<file path="src/shared/wdrt_pkg.sv">
// package: constants and carrier types for the watchdog reset timer
package wdrt_pkg;

    localparam int          WDRT_CNT_W        = 16;
    localparam logic [15:0] WDRT_CNT_RESET    = 16'h0000;
    localparam logic [15:0] WDRT_CNT_TIMEOUT  = 16'hFFFC;
    localparam logic [2:0]  WDRT_RST_CYCLES   = 3'h4;
    localparam logic [1:0]  WDRT_ARM_CYCLES   = 2'h3;
    localparam int          WDRT_START_BIT    = 6;
    localparam int          WDRT_ARM_BIT      = 6;
    localparam int          WDRT_SRC_BIT      = 6;
    // one machine cycle per tick: oscillator / 12
    localparam int          WDRT_OSC_PER_TICK = 12;
    localparam logic [7:0]  WDRT_FLAG_RESET   = 8'h00;

    // software register write strobes, one pulse per instruction
    typedef struct packed {
        logic       wr_ien_a;
        logic       wr_ien_b;
        logic [7:0] wdata;
    } wdrt_sw_t;

    // observable watchdog state
    typedef struct packed {
        logic        running;
        logic        arm;
        logic        src_flag;
        logic [15:0] count;
    } wdrt_stat_t;

    typedef enum logic [1:0] {
        WDRT_IDLE,
        WDRT_RUN,
        WDRT_RESET
    } wdrt_state_t;

endpackage

</file>
<file path="src/hdl/wdrt_watchdog.sv">
// watchdog reset timer: 16-bit counter, two-step clear, internal reset
`timescale 1ns/1ns
// Overview of operation
// - sixteen-bit counter, one step per tick
// - external reset stops and zeroes counter
// - start bit write starts the counter
// - software cannot stop a running watchdog
// - clear needs arm then start next instruction
// - arm bit self-clears third tick after set
// - count FFFC gives four-tick internal reset
// - watchdog reset keeps running, sets source flag
module wdrt_watchdog
    import wdrt_pkg::*;
(
    // clock and reset
    input  wire logic        sys_clk,
    input  wire logic        rst_b,
    // machine-cycle tick
    input  wire logic        tick,
    // software register writes
    input  wire wdrt_sw_t    sw,
    // instruction boundary strobe
    input  wire logic        instr_done,
    // source flag clear by software
    input  wire logic        src_flag_clr,
    // outputs
    output wdrt_stat_t       stat,
    output logic             wd_reset
);

    wdrt_state_t state;
    wdrt_state_t next_state;
    logic [15:0] count;
    logic [15:0] next_count;
    logic [2:0]  rst_cnt;
    logic [2:0]  next_rst_cnt;
    logic        src_flag;
    logic        next_src_flag;
    logic        arm;
    logic        pending;
    logic        next_pending;

    // decode of the two software writes
    wire set_start = sw.wr_ien_b && sw.wdata[WDRT_START_BIT];
    wire set_arm   = sw.wr_ien_a && sw.wdata[WDRT_ARM_BIT];
    // arm must be followed by start in the very next instruction
    wire clear_req = set_start && arm && pending;
    wire running   = (state != WDRT_IDLE);
    wire timeout   = (state == WDRT_RUN) && tick && (count == WDRT_CNT_TIMEOUT - 16'h0001);
    wire rst_done  = (state == WDRT_RESET) && tick && (rst_cnt == WDRT_RST_CYCLES - 3'h1);

    wdrt_arm_timer u_arm (
        .sys_clk (sys_clk),
        .rst_b   (rst_b),
        .tick    (tick),
        .set_arm (set_arm),
        .consume (clear_req),
        .arm     (arm)
    );

    // pending marks the instruction right after arming
    assign next_pending = set_arm ? 1'b1 : ((instr_done || clear_req) ? 1'b0 : pending);

    always_comb begin
        next_state = state;
        case (state)
            WDRT_IDLE:  if (set_start) next_state = WDRT_RUN;
            WDRT_RUN:   if (timeout) next_state = WDRT_RESET;
            // no software path back to idle
            WDRT_RESET: if (rst_done) next_state = WDRT_RUN;
            default:    next_state = WDRT_IDLE;
        endcase
    end

    // lone start writes do not touch the count
    assign next_count = clear_req ? WDRT_CNT_RESET :
                        (running && tick) ? count + 16'h0001 : count;
    assign next_rst_cnt = (state != WDRT_RESET) ? 3'h0 : (tick ? rst_cnt + 3'h1 : rst_cnt);
    // set wins over software clear
    assign next_src_flag = timeout ? 1'b1 : (src_flag_clr ? 1'b0 : src_flag);

    always_ff @(posedge sys_clk or negedge rst_b) begin
        if (!rst_b) begin
            state    <= WDRT_IDLE;
            count    <= WDRT_CNT_RESET;
            rst_cnt  <= 3'h0;
            src_flag <= 1'b0;
            pending  <= 1'b0;
        end else begin
            state    <= next_state;
            count    <= next_count;
            rst_cnt  <= next_rst_cnt;
            src_flag <= next_src_flag;
            pending  <= next_pending;
        end
    end

    assign wd_reset       = (state == WDRT_RESET);
    assign stat.running   = running;
    assign stat.arm       = arm;
    assign stat.src_flag  = src_flag;
    assign stat.count     = count;

    // observer for the internal reset length: ticks seen while it stands
    logic [2:0] rst_ticks;
    logic [2:0] next_rst_ticks;

    assign next_rst_ticks = !wd_reset ? 3'h0 : (tick ? rst_ticks + 3'h1 : rst_ticks);

    always_ff @(posedge sys_clk or negedge rst_b) begin
        if (!rst_b) begin
            rst_ticks <= 3'h0;
        end else begin
            rst_ticks <= next_rst_ticks;
        end
    end

    // counting, starting and stopping
    a_reset_stopped: assert property (@(posedge sys_clk)
        $rose(rst_b) |-> (count == 16'h0000 && !running))
        else $error("watchdog not stopped and zero after reset");
    a_idle_zero: assert property (@(posedge sys_clk) disable iff (!rst_b)
        !running |-> count == WDRT_CNT_RESET)
        else $error("stopped watchdog holds a nonzero count");
    a_count_step: assert property (@(posedge sys_clk) disable iff (!rst_b)
        (running && tick && !clear_req) |=> count == $past(count) + 16'h0001)
        else $error("count did not advance on tick");
    a_hold_no_tick: assert property (@(posedge sys_clk) disable iff (!rst_b)
        (running && !tick && !clear_req) |=> count == $past(count))
        else $error("count moved without a tick");
    a_wrap_on: assert property (@(posedge sys_clk) disable iff (!rst_b)
        (running && tick && !clear_req && count == 16'hffff) |=> count == WDRT_CNT_RESET)
        else $error("count did not wrap to zero");
    a_start_runs: assert property (@(posedge sys_clk) disable iff (!rst_b)
        (!running && set_start) |=> running)
        else $error("start bit did not start watchdog");
    a_start_from_zero: assert property (@(posedge sys_clk) disable iff (!rst_b)
        (!running && set_start) |=> count == WDRT_CNT_RESET)
        else $error("watchdog did not start from zero");
    a_never_stops: assert property (@(posedge sys_clk) disable iff (!rst_b)
        running |=> running)
        else $error("running watchdog stopped");

    // clear sequence and arm window
    a_clear_seq: assert property (@(posedge sys_clk) disable iff (!rst_b)
        clear_req |=> count == 16'h0000)
        else $error("clear sequence did not zero count");
    a_arm_set: assert property (@(posedge sys_clk) disable iff (!rst_b)
        set_arm |=> arm)
        else $error("arm write did not set the clear-arm bit");
    a_arm_only_sw: assert property (@(posedge sys_clk) disable iff (!rst_b)
        (!arm && !set_arm) |=> !arm)
        else $error("clear-arm bit set without a write");
    a_pending_set: assert property (@(posedge sys_clk) disable iff (!rst_b)
        set_arm |=> pending)
        else $error("arm write did not open the next-instruction window");
    a_window_closed: assert property (@(posedge sys_clk) disable iff (!rst_b)
        (instr_done && !set_arm) |=> !pending)
        else $error("window still open after another instruction");
    a_clear_used: assert property (@(posedge sys_clk) disable iff (!rst_b)
        (clear_req && !set_arm) |=> !arm)
        else $error("clear-arm bit survived a completed clear");
    a_arm_keep: assert property (@(posedge sys_clk) disable iff (!rst_b)
        (arm && !tick && !clear_req) |=> arm)
        else $error("clear-arm bit dropped between ticks");
    a_arm_expiry: assert property (@(posedge sys_clk) disable iff (!rst_b)
        ($fell(arm) && $past(rst_b) && !$past(clear_req)) |-> $past(tick))
        else $error("clear-arm bit expired off a tick");
    a_lone_start: assert property (@(posedge sys_clk) disable iff (!rst_b)
        (running && set_start && !arm && !tick) |=> count == $past(count))
        else $error("lone start altered count");
    a_lone_start_tick: assert property (@(posedge sys_clk) disable iff (!rst_b)
        (running && set_start && !arm && tick) |=> count == $past(count) + 16'h0001)
        else $error("lone start disturbed counting");

    // internal reset
    a_timeout_rst: assert property (@(posedge sys_clk) disable iff (!rst_b)
        timeout |=> wd_reset && src_flag)
        else $error("timeout gave no reset or flag");
    a_rst_entry: assert property (@(posedge sys_clk) disable iff (!rst_b)
        $rose(wd_reset) |-> count == WDRT_CNT_TIMEOUT)
        else $error("internal reset entered off the timeout state");
    a_rst_from_tick: assert property (@(posedge sys_clk) disable iff (!rst_b)
        $rose(wd_reset) |-> $past(tick))
        else $error("internal reset entered without a tick");
    a_rst_holds: assert property (@(posedge sys_clk) disable iff (!rst_b)
        (wd_reset && !tick) |=> wd_reset)
        else $error("internal reset dropped between ticks");
    a_rst_no_overrun: assert property (@(posedge sys_clk) disable iff (!rst_b)
        wd_reset |-> rst_ticks < WDRT_RST_CYCLES)
        else $error("internal reset longer than four ticks");
    a_rst_length: assert property (@(posedge sys_clk) disable iff (!rst_b)
        ($fell(wd_reset) && running) |-> rst_ticks == WDRT_RST_CYCLES)
        else $error("internal reset shorter than four ticks");
    a_rst_bounded: assert property (@(posedge sys_clk) disable iff (!rst_b)
        (rst_done) |=> !wd_reset && running)
        else $error("watchdog reset did not end running");

    // reset-source flag
    a_src_rise: assert property (@(posedge sys_clk) disable iff (!rst_b)
        $rose(src_flag) |-> wd_reset)
        else $error("source flag set outside an internal reset");
    a_src_hold: assert property (@(posedge sys_clk) disable iff (!rst_b)
        (src_flag && !src_flag_clr) |=> src_flag)
        else $error("source flag lost without a clear");
    a_src_clear: assert property (@(posedge sys_clk) disable iff (!rst_b)
        (src_flag_clr && !timeout) |=> !src_flag)
        else $error("source flag not cleared by software");
    a_src_source: assert property (@(posedge sys_clk) disable iff (!rst_b)
        (!src_flag && !timeout) |=> !src_flag)
        else $error("source flag set without a timeout");
    a_src_set_wins: assert property (@(posedge sys_clk) disable iff (!rst_b)
        (timeout && src_flag_clr) |=> src_flag)
        else $error("software clear beat the timeout set");

    // main scenarios
    c_start:   cover property (@(posedge sys_clk) disable iff (!rst_b) !running && set_start);
    c_clear:   cover property (@(posedge sys_clk) disable iff (!rst_b) clear_req);
    c_timeout: cover property (@(posedge sys_clk) disable iff (!rst_b) timeout);
    c_expire:  cover property (@(posedge sys_clk) disable iff (!rst_b) $fell(arm) && !clear_req);
    c_src_clr: cover property (@(posedge sys_clk) disable iff (!rst_b) src_flag && src_flag_clr);

endmodule

</file>
<file path="src/hdl/wdrt_arm_timer.sv">
// clear-arm bit with hardware self-clear after the third tick
`timescale 1ns/1ns
module wdrt_arm_timer
    import wdrt_pkg::*;
(
    // clock and reset
    input  wire logic sys_clk,
    input  wire logic rst_b,
    // control
    input  wire logic tick,
    input  wire logic set_arm,
    input  wire logic consume,
    // state
    output logic      arm
);

    logic [1:0] age;
    logic [1:0] next_age;
    logic       next_arm;
    wire        expire = arm && tick && (age == WDRT_ARM_CYCLES - 2'h1);

    // a new set restarts the window; expiry closes it
    assign next_arm = set_arm ? 1'b1 : ((consume || expire) ? 1'b0 : arm);
    assign next_age = set_arm ? 2'h0 : ((arm && tick) ? age + 2'h1 : age);

    always_ff @(posedge sys_clk or negedge rst_b) begin
        if (!rst_b) begin
            arm <= 1'b0;
            age <= 2'h0;
        end else begin
            arm <= next_arm;
            age <= next_age;
        end
    end

    a_arm_self_clear: assert property (@(posedge sys_clk) disable iff (!rst_b)
        (arm && tick && age == 2'h2 && !set_arm) |=> !arm)
        else $error("clear-arm bit not cleared on third tick");

endmodule

</file>
<file path="config.mk">
export PLATFORM = sky130hd
export DESIGN_NAME = wdrt_watchdog
export DESIGN_NICKNAME = d
export VERILOG_FILES = /design/src/shared/wdrt_pkg.sv /design/src/hdl/wdrt_watchdog.sv /design/src/hdl/wdrt_arm_timer.sv
export SDC_FILE = /design/constraint.sdc
export NUM_CORES = 1
export LEC_CHECK = 0
export BUFFER_PORTS_ARGS = -buffer_cell sky130_fd_sc_hd__buf_2
export CORE_ASPECT_RATIO = 0.7
export CORE_UTILIZATION = 52
export DETAILED_ROUTE_END_ITERATION = 10
export HOLD_SLACK_MARGIN = 0.15
export PLACE_DENSITY_LB_ADDON = 0.2
export SLEW_MARGIN = 20
export SYNTH_ARGS = -nofsm -noshare
export SYNTH_HDL_FRONTEND = slang
export SYNTH_SLANG_ARGS = --single-unit
</file>
<file path="constraint.sdc">
create_clock -name sys_clk -period 1.8 [get_ports sys_clk]
set_input_delay 0.18 -clock sys_clk [delete_from_list [all_inputs] [get_ports sys_clk]]
set_output_delay 0.18 -clock sys_clk [all_outputs]
set_load 0.03 [all_outputs]
</file>
==> impl_metrics.tcl, run 1 <==
set metrics [dict create \
    ys_ff_latch 26 \
    async_flop_share 1.00 \
    fin_area_um2 1650 \
    fin_crit_ns 1.68 \
    maxSlewHeadroom 0.614 \
    vias_per_cell 5.39 \
    grt_use_total 0.234 \
    htree_num_levels 1 \
    die_w_um 63.0 \
    clockRootBuffer "clkbuf_8" \
    crit_type "register to register" \
    area_growth_pct 21.4 \
    wl_per_cell_um 14.4 \
    io_pins 35 \
    cts.sinks 26 \
    worstMarginPinSlew_ns 0.579 \
    synth_edf_count 0 \
    synth_ff_type "dfrtp_1" \
    dpl_cell_area_um2 1560 \
    cp_slowest_cell "or4_4" \
    layout.nets 195 \
    grt_pass1_vias 1059 \
    rsz0062_at_grt "no" \
    cts_tree "done" \
    crit_family "simple AND/OR/NAND/NOR gates" \
    syn_area_um2 1360 \
    ys_warn_count 0 \
    layout_common_cells "27 x buf_2, 23 x dfrtp_1, 19 x nor2_1" \
    grt_overflow 0 \
    clockBufferDepth 2 \
    drive_gt1_frac 0.291 \
    end_kind "register" \
    firstDrtPassIters 5 \
    leakagePower_nw 0.761 \
    finalSetupTns_ns 0 \
    drv_cap 0 \
    antenna_cells 0 \
    slowest_delay_ns 0.55 \
    powerDensity_nw_per_um2 1070 \
    crit_required_ns 1.97 \
    yosysSeqAreaShare 0.480 \
    clkTransAtPathRegs_ns 0.09 \
    fmax_mhz 597 \
    die_area_um2 2820 \
    avgSynthCellArea_um2 9.76 \
    routed_wl_mm 3.00 \
    place_congestion 0.821 \
    final_common_cell "buf_2" \
    layoutNonFillerInstCount 209 \
    yosysUniqueCellTypes 35 \
    period_share 0.931 \
    cp.arrival_ns 1.85 \
    fillers 204 \
    hp-class "input port to register" \
    start_util 0.552 \
    grt_max_degree 27 \
    hold_violations 0 \
    crit_path_start_kind "register" \
    path_cells "nand2_1 -> or4_4 -> or3_4 -> o2bb2ai_2" \
    setup_viol 0 \
    row_count 15 \
    coreArea_um2 2460 \
    path_buf_inv 0 \
    dr_total_vias 1126 \
    cp_max_fo 5 \
    dp_cells 202 \
    synth_cells 139 \
    post-cts-setup-buffers 0 \
    grt_first_pass_wirelength_mm 4.96 \
    drt-initial-drc-count 76 \
    drtAntennaViolNets 0 \
    status "completed" \
    clk_latency_ns 0.27 \
    drc 0 \
    portBuffers 27 \
    synth_nets 158 \
    skew_ns 0.00629 \
    antenna_found_initial 0 \
    die_h_um 44.7 \
    place_hpwl_mm 2.22 \
    drv_slew 0 \
    cts_buffers 3 \
    ir_drop_v 0.000575 \
]
==> metal layers <==
metal / wire (um) / vias up / global-route usage
met2: 1330 / 29 / 0.351
li1: - / 563 / -
met1: 1500 / 532 / 0.333
met3: 157 / 2 / 0.0581
met5: 0 / - / 0
met4: 22 / 0 / 0.0837
==> path summary, 6_finish.rpt <==
path,startpoint,end,slack (ns),cells past startpoint
hold reg to reg,src_flag$_DFFE_PN0P_,src_flag$_DFFE_PN0P_,0.55,2
max in group asynchronous,rst_b,count[8]$_DFFE_PN0P_,0.95,2
min in group asynchronous,rst_b,count[1]$_DFFE_PN0P_,0.43,2
hold / removal,sw[6],u_arm.age[1]$_DFFE_PN0P_,0.17,2
setup reg to reg,count[9]$_DFFE_PN0P_,state[0]$_DFFE_PN0P_,0.12,4
setup / recovery,count[9]$_DFFE_PN0P_,state[0]$_DFFE_PN0P_,0.12,4
==> logic make-up after synthesis <==
group	count (synthesis)	share of synthesized area
fa+ha+maj	4	0.0369
flops	26	0.480
buf+inv	14	0.0489
mux	2	0.0148
xor+xnor	11	0.0710
simple gates	56	0.210
compound gates	26	0.138
==> through the flow <==
step / util / setup WS [ns] / hold slack [ns] / power [mW]
floorplan: - / 0.000276 / -0.116 / 1.15
global route: 0.670 / 0.0389 / 0.182 / 1.87
global placement: 0.635 / 0.158 / 0.199 / 1.35
detailed placement: 0.635 / 0.146 / 0.211 / 1.38
finish: 0.670 / 0.124 / 0.171 / 1.76
CTS: 0.670 / 0.133 / 0.165 / 1.76
==> repair_timing <==
| item | 4_1_cts | 5_1_grt |
|---|---|---|
| hold endpoints to repair | 29 | 0 |
| gates resized for setup | 0 | 0 |
| hold buffers | 3 | 0 |
==> where the power goes <==
| part | leakage [nW] | switching (mW) | total (mW) | internal, mW |
|---|---|---|---|---|
| registers | 0.338 | 0.0788 | 0.756 | 0.677 |
| logic | 0.394 | 0.392 | 0.626 | 0.234 |
| clock network | 0.0288 | 0.185 | 0.380 | 0.196 |
| total | 0.761 | 0.655 | 1.76 | 1.11 |
==> final cells by class <==
| class | instances | area, um^2 | share of cell area |
|---|---|---|---|
| clock buffers | 4 | 55.1 | 0.0334 |
| inverters | 8 | 30.0 | 0.0182 |
| well taps | 34 | 42.5 | 0.0258 |
| multi-input cells | 99 | 639 | 0.388 |
| flip-flops and latches | 26 | 654 | 0.397 |
| repair buffers | 38 | 225 | 0.137 |
==> cell usage after synthesis, drive strengths merged (2+ instances only) <==
cell type / n / area share
a21oi: 10 / 0.037
xor2: 2 / 0.013
xnor2: 9 / 0.058
nor2: 19 / 0.053
a32o: 2 / 0.015
nand2: 13 / 0.038
buf: 5 / 0.024
nor3: 2 / 0.0074
o211ai: 2 / 0.011
dfrtp: 26 / 0.48
nor4: 5 / 0.028
nand3: 2 / 0.0074
or2: 2 / 0.0092
ha: 4 / 0.037
or3: 4 / 0.022
a31o: 3 / 0.019
o2111ai: 2 / 0.013
nand4: 6 / 0.028
inv: 8 / 0.022
o21ai: 4 / 0.018
mux2i: 2 / 0.015
==> flip-flops by register name (all words and copies together) (netlist names) <==
| name | count |
|---|---|
| count | 16 |
| state | 2 |
| pending | 1 |
| src_flag | 1 |
| rst_cnt | 3 |
| u_arm.arm | 1 |
| u_arm.age | 2 |
(Power assumes the default switching activity.)
==> inputs of run 2 (changes only) <==
--- a/config.mk
+++ b/config.mk
@@ -7,10 +7,10 @@
 export LEC_CHECK = 0
 export BUFFER_PORTS_ARGS = -buffer_cell sky130_fd_sc_hd__buf_2
 export CORE_ASPECT_RATIO = 0.7
-export CORE_UTILIZATION = 52
+export CORE_UTILIZATION = 55
 export DETAILED_ROUTE_END_ITERATION = 10
 export HOLD_SLACK_MARGIN = 0.15
-export PLACE_DENSITY_LB_ADDON = 0.2
+export PLACE_DENSITY = 0.85
 export SLEW_MARGIN = 20
 export SYNTH_ARGS = -nofsm -noshare
 export SYNTH_HDL_FRONTEND = slang
==> constraint.sdc (replaced) <==
create_clock -name sys_clk -period 2.1 [get_ports sys_clk]
set_input_delay 0.21 -clock sys_clk [delete_from_list [all_inputs] [get_ports sys_clk]]
set_output_delay 0.21 -clock sys_clk [all_outputs]
set_load 0.03 [all_outputs]
==> run 2 against run 1 <==
Net effect:
- final area is 3.5% lower
- clock-buffer cell count stayed put
- final cell count is 3.3% lower
- sequential share of layout area is 1.2 points higher
- register-to-register slack better by 0.20 ns
- sequential cell count stayed put
- die area is 5.3% lower
- via count is 2.4% higher
- first-iteration DRC count is 7.9% lower
- clock power is 34% lower
- worst hold slack better by 0.037 ns
==> impl_metrics.tcl, run 2 (synthesized netlist as in run 1, its figures left out) <==
set metrics [dict create \
    drv_slew 0 \
    regMostFlops "count" \
    drv_cap 0 \
    dpl_cell_area_um2 1500 \
    cts_resized 0 \
    layout_common_cells "27 x buf_2, 26 x dfrtp_1, 19 x nor2_1" \
    fin_area_um2 1590 \
    layout.nets 190 \
    status "completed" \
    cts_tree "done" \
    die_h_um 43.5 \
    rsz0062_at_grt "no" \
    fmax_mhz 562 \
    path_cells "nand2_1 -> or4_4 -> or3_4 -> o2bb2ai_2" \
    slowest_delay_ns 0.56 \
    internal_power_mw 0.854 \
    end_kind "register" \
    crit_type "register to register" \
    drc 0 \
    cp_max_fo 6 \
    final_common_cell "buf_2" \
    post-cts-setup-buffers 0 \
    largest_reg_flops 16 \
    place_hpwl_mm 2.22 \
    clockRootBuffer "clkbuf_4" \
    grt_overflow 0 \
    routed_wl_mm 3.03 \
    start_util 0.605 \
    antenna_cells 0 \
    clk_latency_ns 0.32 \
    place_congestion 0.842 \
    cts_hold_buf 5 \
    leakagePower_nw 0.732 \
    p_comb_frac 0.327 \
    ir_drop_v 0.000609 \
    setup_viol 0 \
    grt_use_total 0.257 \
    drtAntennaViolNets 0 \
    grt_pass1_vias 1080 \
    pwr-share-seq 0.493 \
    vias_per_cell 5.71 \
    row_count 14 \
    period_share 0.848 \
    portBuffers 27 \
    skew_ns 0.00140 \
    switching_share 0.387 \
    die_area_um2 2670 \
    finalSetupTns_ns 0 \
    crit_required_ns 2.33 \
    htree_num_levels 1 \
    cp_slowest_cell "or4_4" \
    dr_total_vias 1153 \
    fin_crit_ns 1.78 \
    grt_max_degree 27 \
    wl_per_cell_um 15.0 \
    firstDrtPassIters 5 \
    cp.arrival_ns 2.01 \
    die_w_um 61.4 \
    maxSlewHeadroom 0.625 \
    worstMarginPinSlew_ns 0.562 \
    coreArea_um2 2240 \
    grt_first_pass_wirelength_mm 4.91 \
    fin_util 0.709 \
    cts_buffers 3 \
    fillers 182 \
    drive_gt1_frac 0.241 \
    antenna_found_initial 0 \
    io_pins 35 \
    powerDensity_nw_per_um2 877 \
    area_growth_pct 17.2 \
    clkTransAtPathRegs_ns 0.13 \
    drt-initial-drc-count 70 \
    hp-class "input port to register" \
    clockBufferDepth 2 \
    switchingPower_mw 0.539 \
    hold_violations 0 \
    crit_path_start_kind "register" \
    clkPwrFrac 0.179 \
    reg.largest.list "count (16), rst_cnt (3)" \
    cts.sinks 26 \
]
-- run 2: cell types whose count changed in the layout (fill, tap and decap cells not counted) --
| cell | previous run | this run |
|---|---|---|
| clkbuf_8 | 4 | 1 |
| dfrtp_2 | 3 | 0 |
| buf_4 | 8 | 1 |
| clkbuf_4 | 0 | 3 |
| dfrtp_1 | 23 | 26 |
| dlygate4sd3_1 | 3 | 5 |
-- run 2: per-stage QoR --
step	instances	hold slack, ns	power [mW]	worst slack, ns
finish	202	0.208	1.39	0.320
global placement	193	0.230	1.09	0.416
detailed placement	193	0.240	1.13	0.343
CTS	202	0.201	1.40	0.332
floorplan	139	-0.0856	0.987	0.261
global route	202	0.215	1.48	0.252
-- run 2: layout make-up --
| class | count | area, um^2 | share of cell area |
|---|---|---|---|
| inverter | 8 | 30.0 | 0.0189 |
| timing repair buffer | 33 | 193 | 0.121 |
| multi-input combinational | 99 | 639 | 0.402 |
| clock buffer | 4 | 36.3 | 0.0228 |
| sequential | 26 | 651 | 0.409 |
| tap | 32 | 40.0 | 0.0252 |
-- run 2: critical path, delay by kind of cell, from the launching register on --
family          cells  cell delay (ns)
simple gates        3             1.06
flops               1             0.49
compound gates      1             0.13
-- run 2: path summary, 6_finish.rpt --
kind	from	to	slack, ns	cells after the start
max	count[8]$_DFFE_PN0P_	state[0]$_DFFE_PN0P_	0.32	4
min	instr_done	pending$_DFFE_PN0P_	0.21	3
max reg2reg	count[8]$_DFFE_PN0P_	state[0]$_DFFE_PN0P_	0.32	4
min reg2reg	src_flag$_DFFE_PN0P_	src_flag$_DFFE_PN0P_	0.56	2
max in group asynchronous	rst_b	u_arm.age[1]$_DFFE_PN0P_	1.34	2
min in group asynchronous	rst_b	src_flag$_DFFE_PN0P_	0.39	2
-- run 2: power by group through the flow --
| stage | sequential [mW] | combinational (mW) | clock [mW] |
|---|---|---|---|
| final | 0.687 | 0.456 | 0.250 |
| after global routing | 0.696 | 0.506 | 0.278 |
| after CTS | 0.682 | 0.458 | 0.257 |
| after detailed placement | 0.692 | 0.435 | 0 |
| after global placement | 0.679 | 0.415 | 0 |
| after floorplan | 0.764 | 0.223 | 0 |
-- run 2: routing by layer --
metal  GRT usage  share of wire  wire length [um]
met5           0              0                 0
met4      0.0978          0.018                53
met3      0.0806          0.064               193
met2       0.400           0.47              1430
met1       0.339           0.45              1350
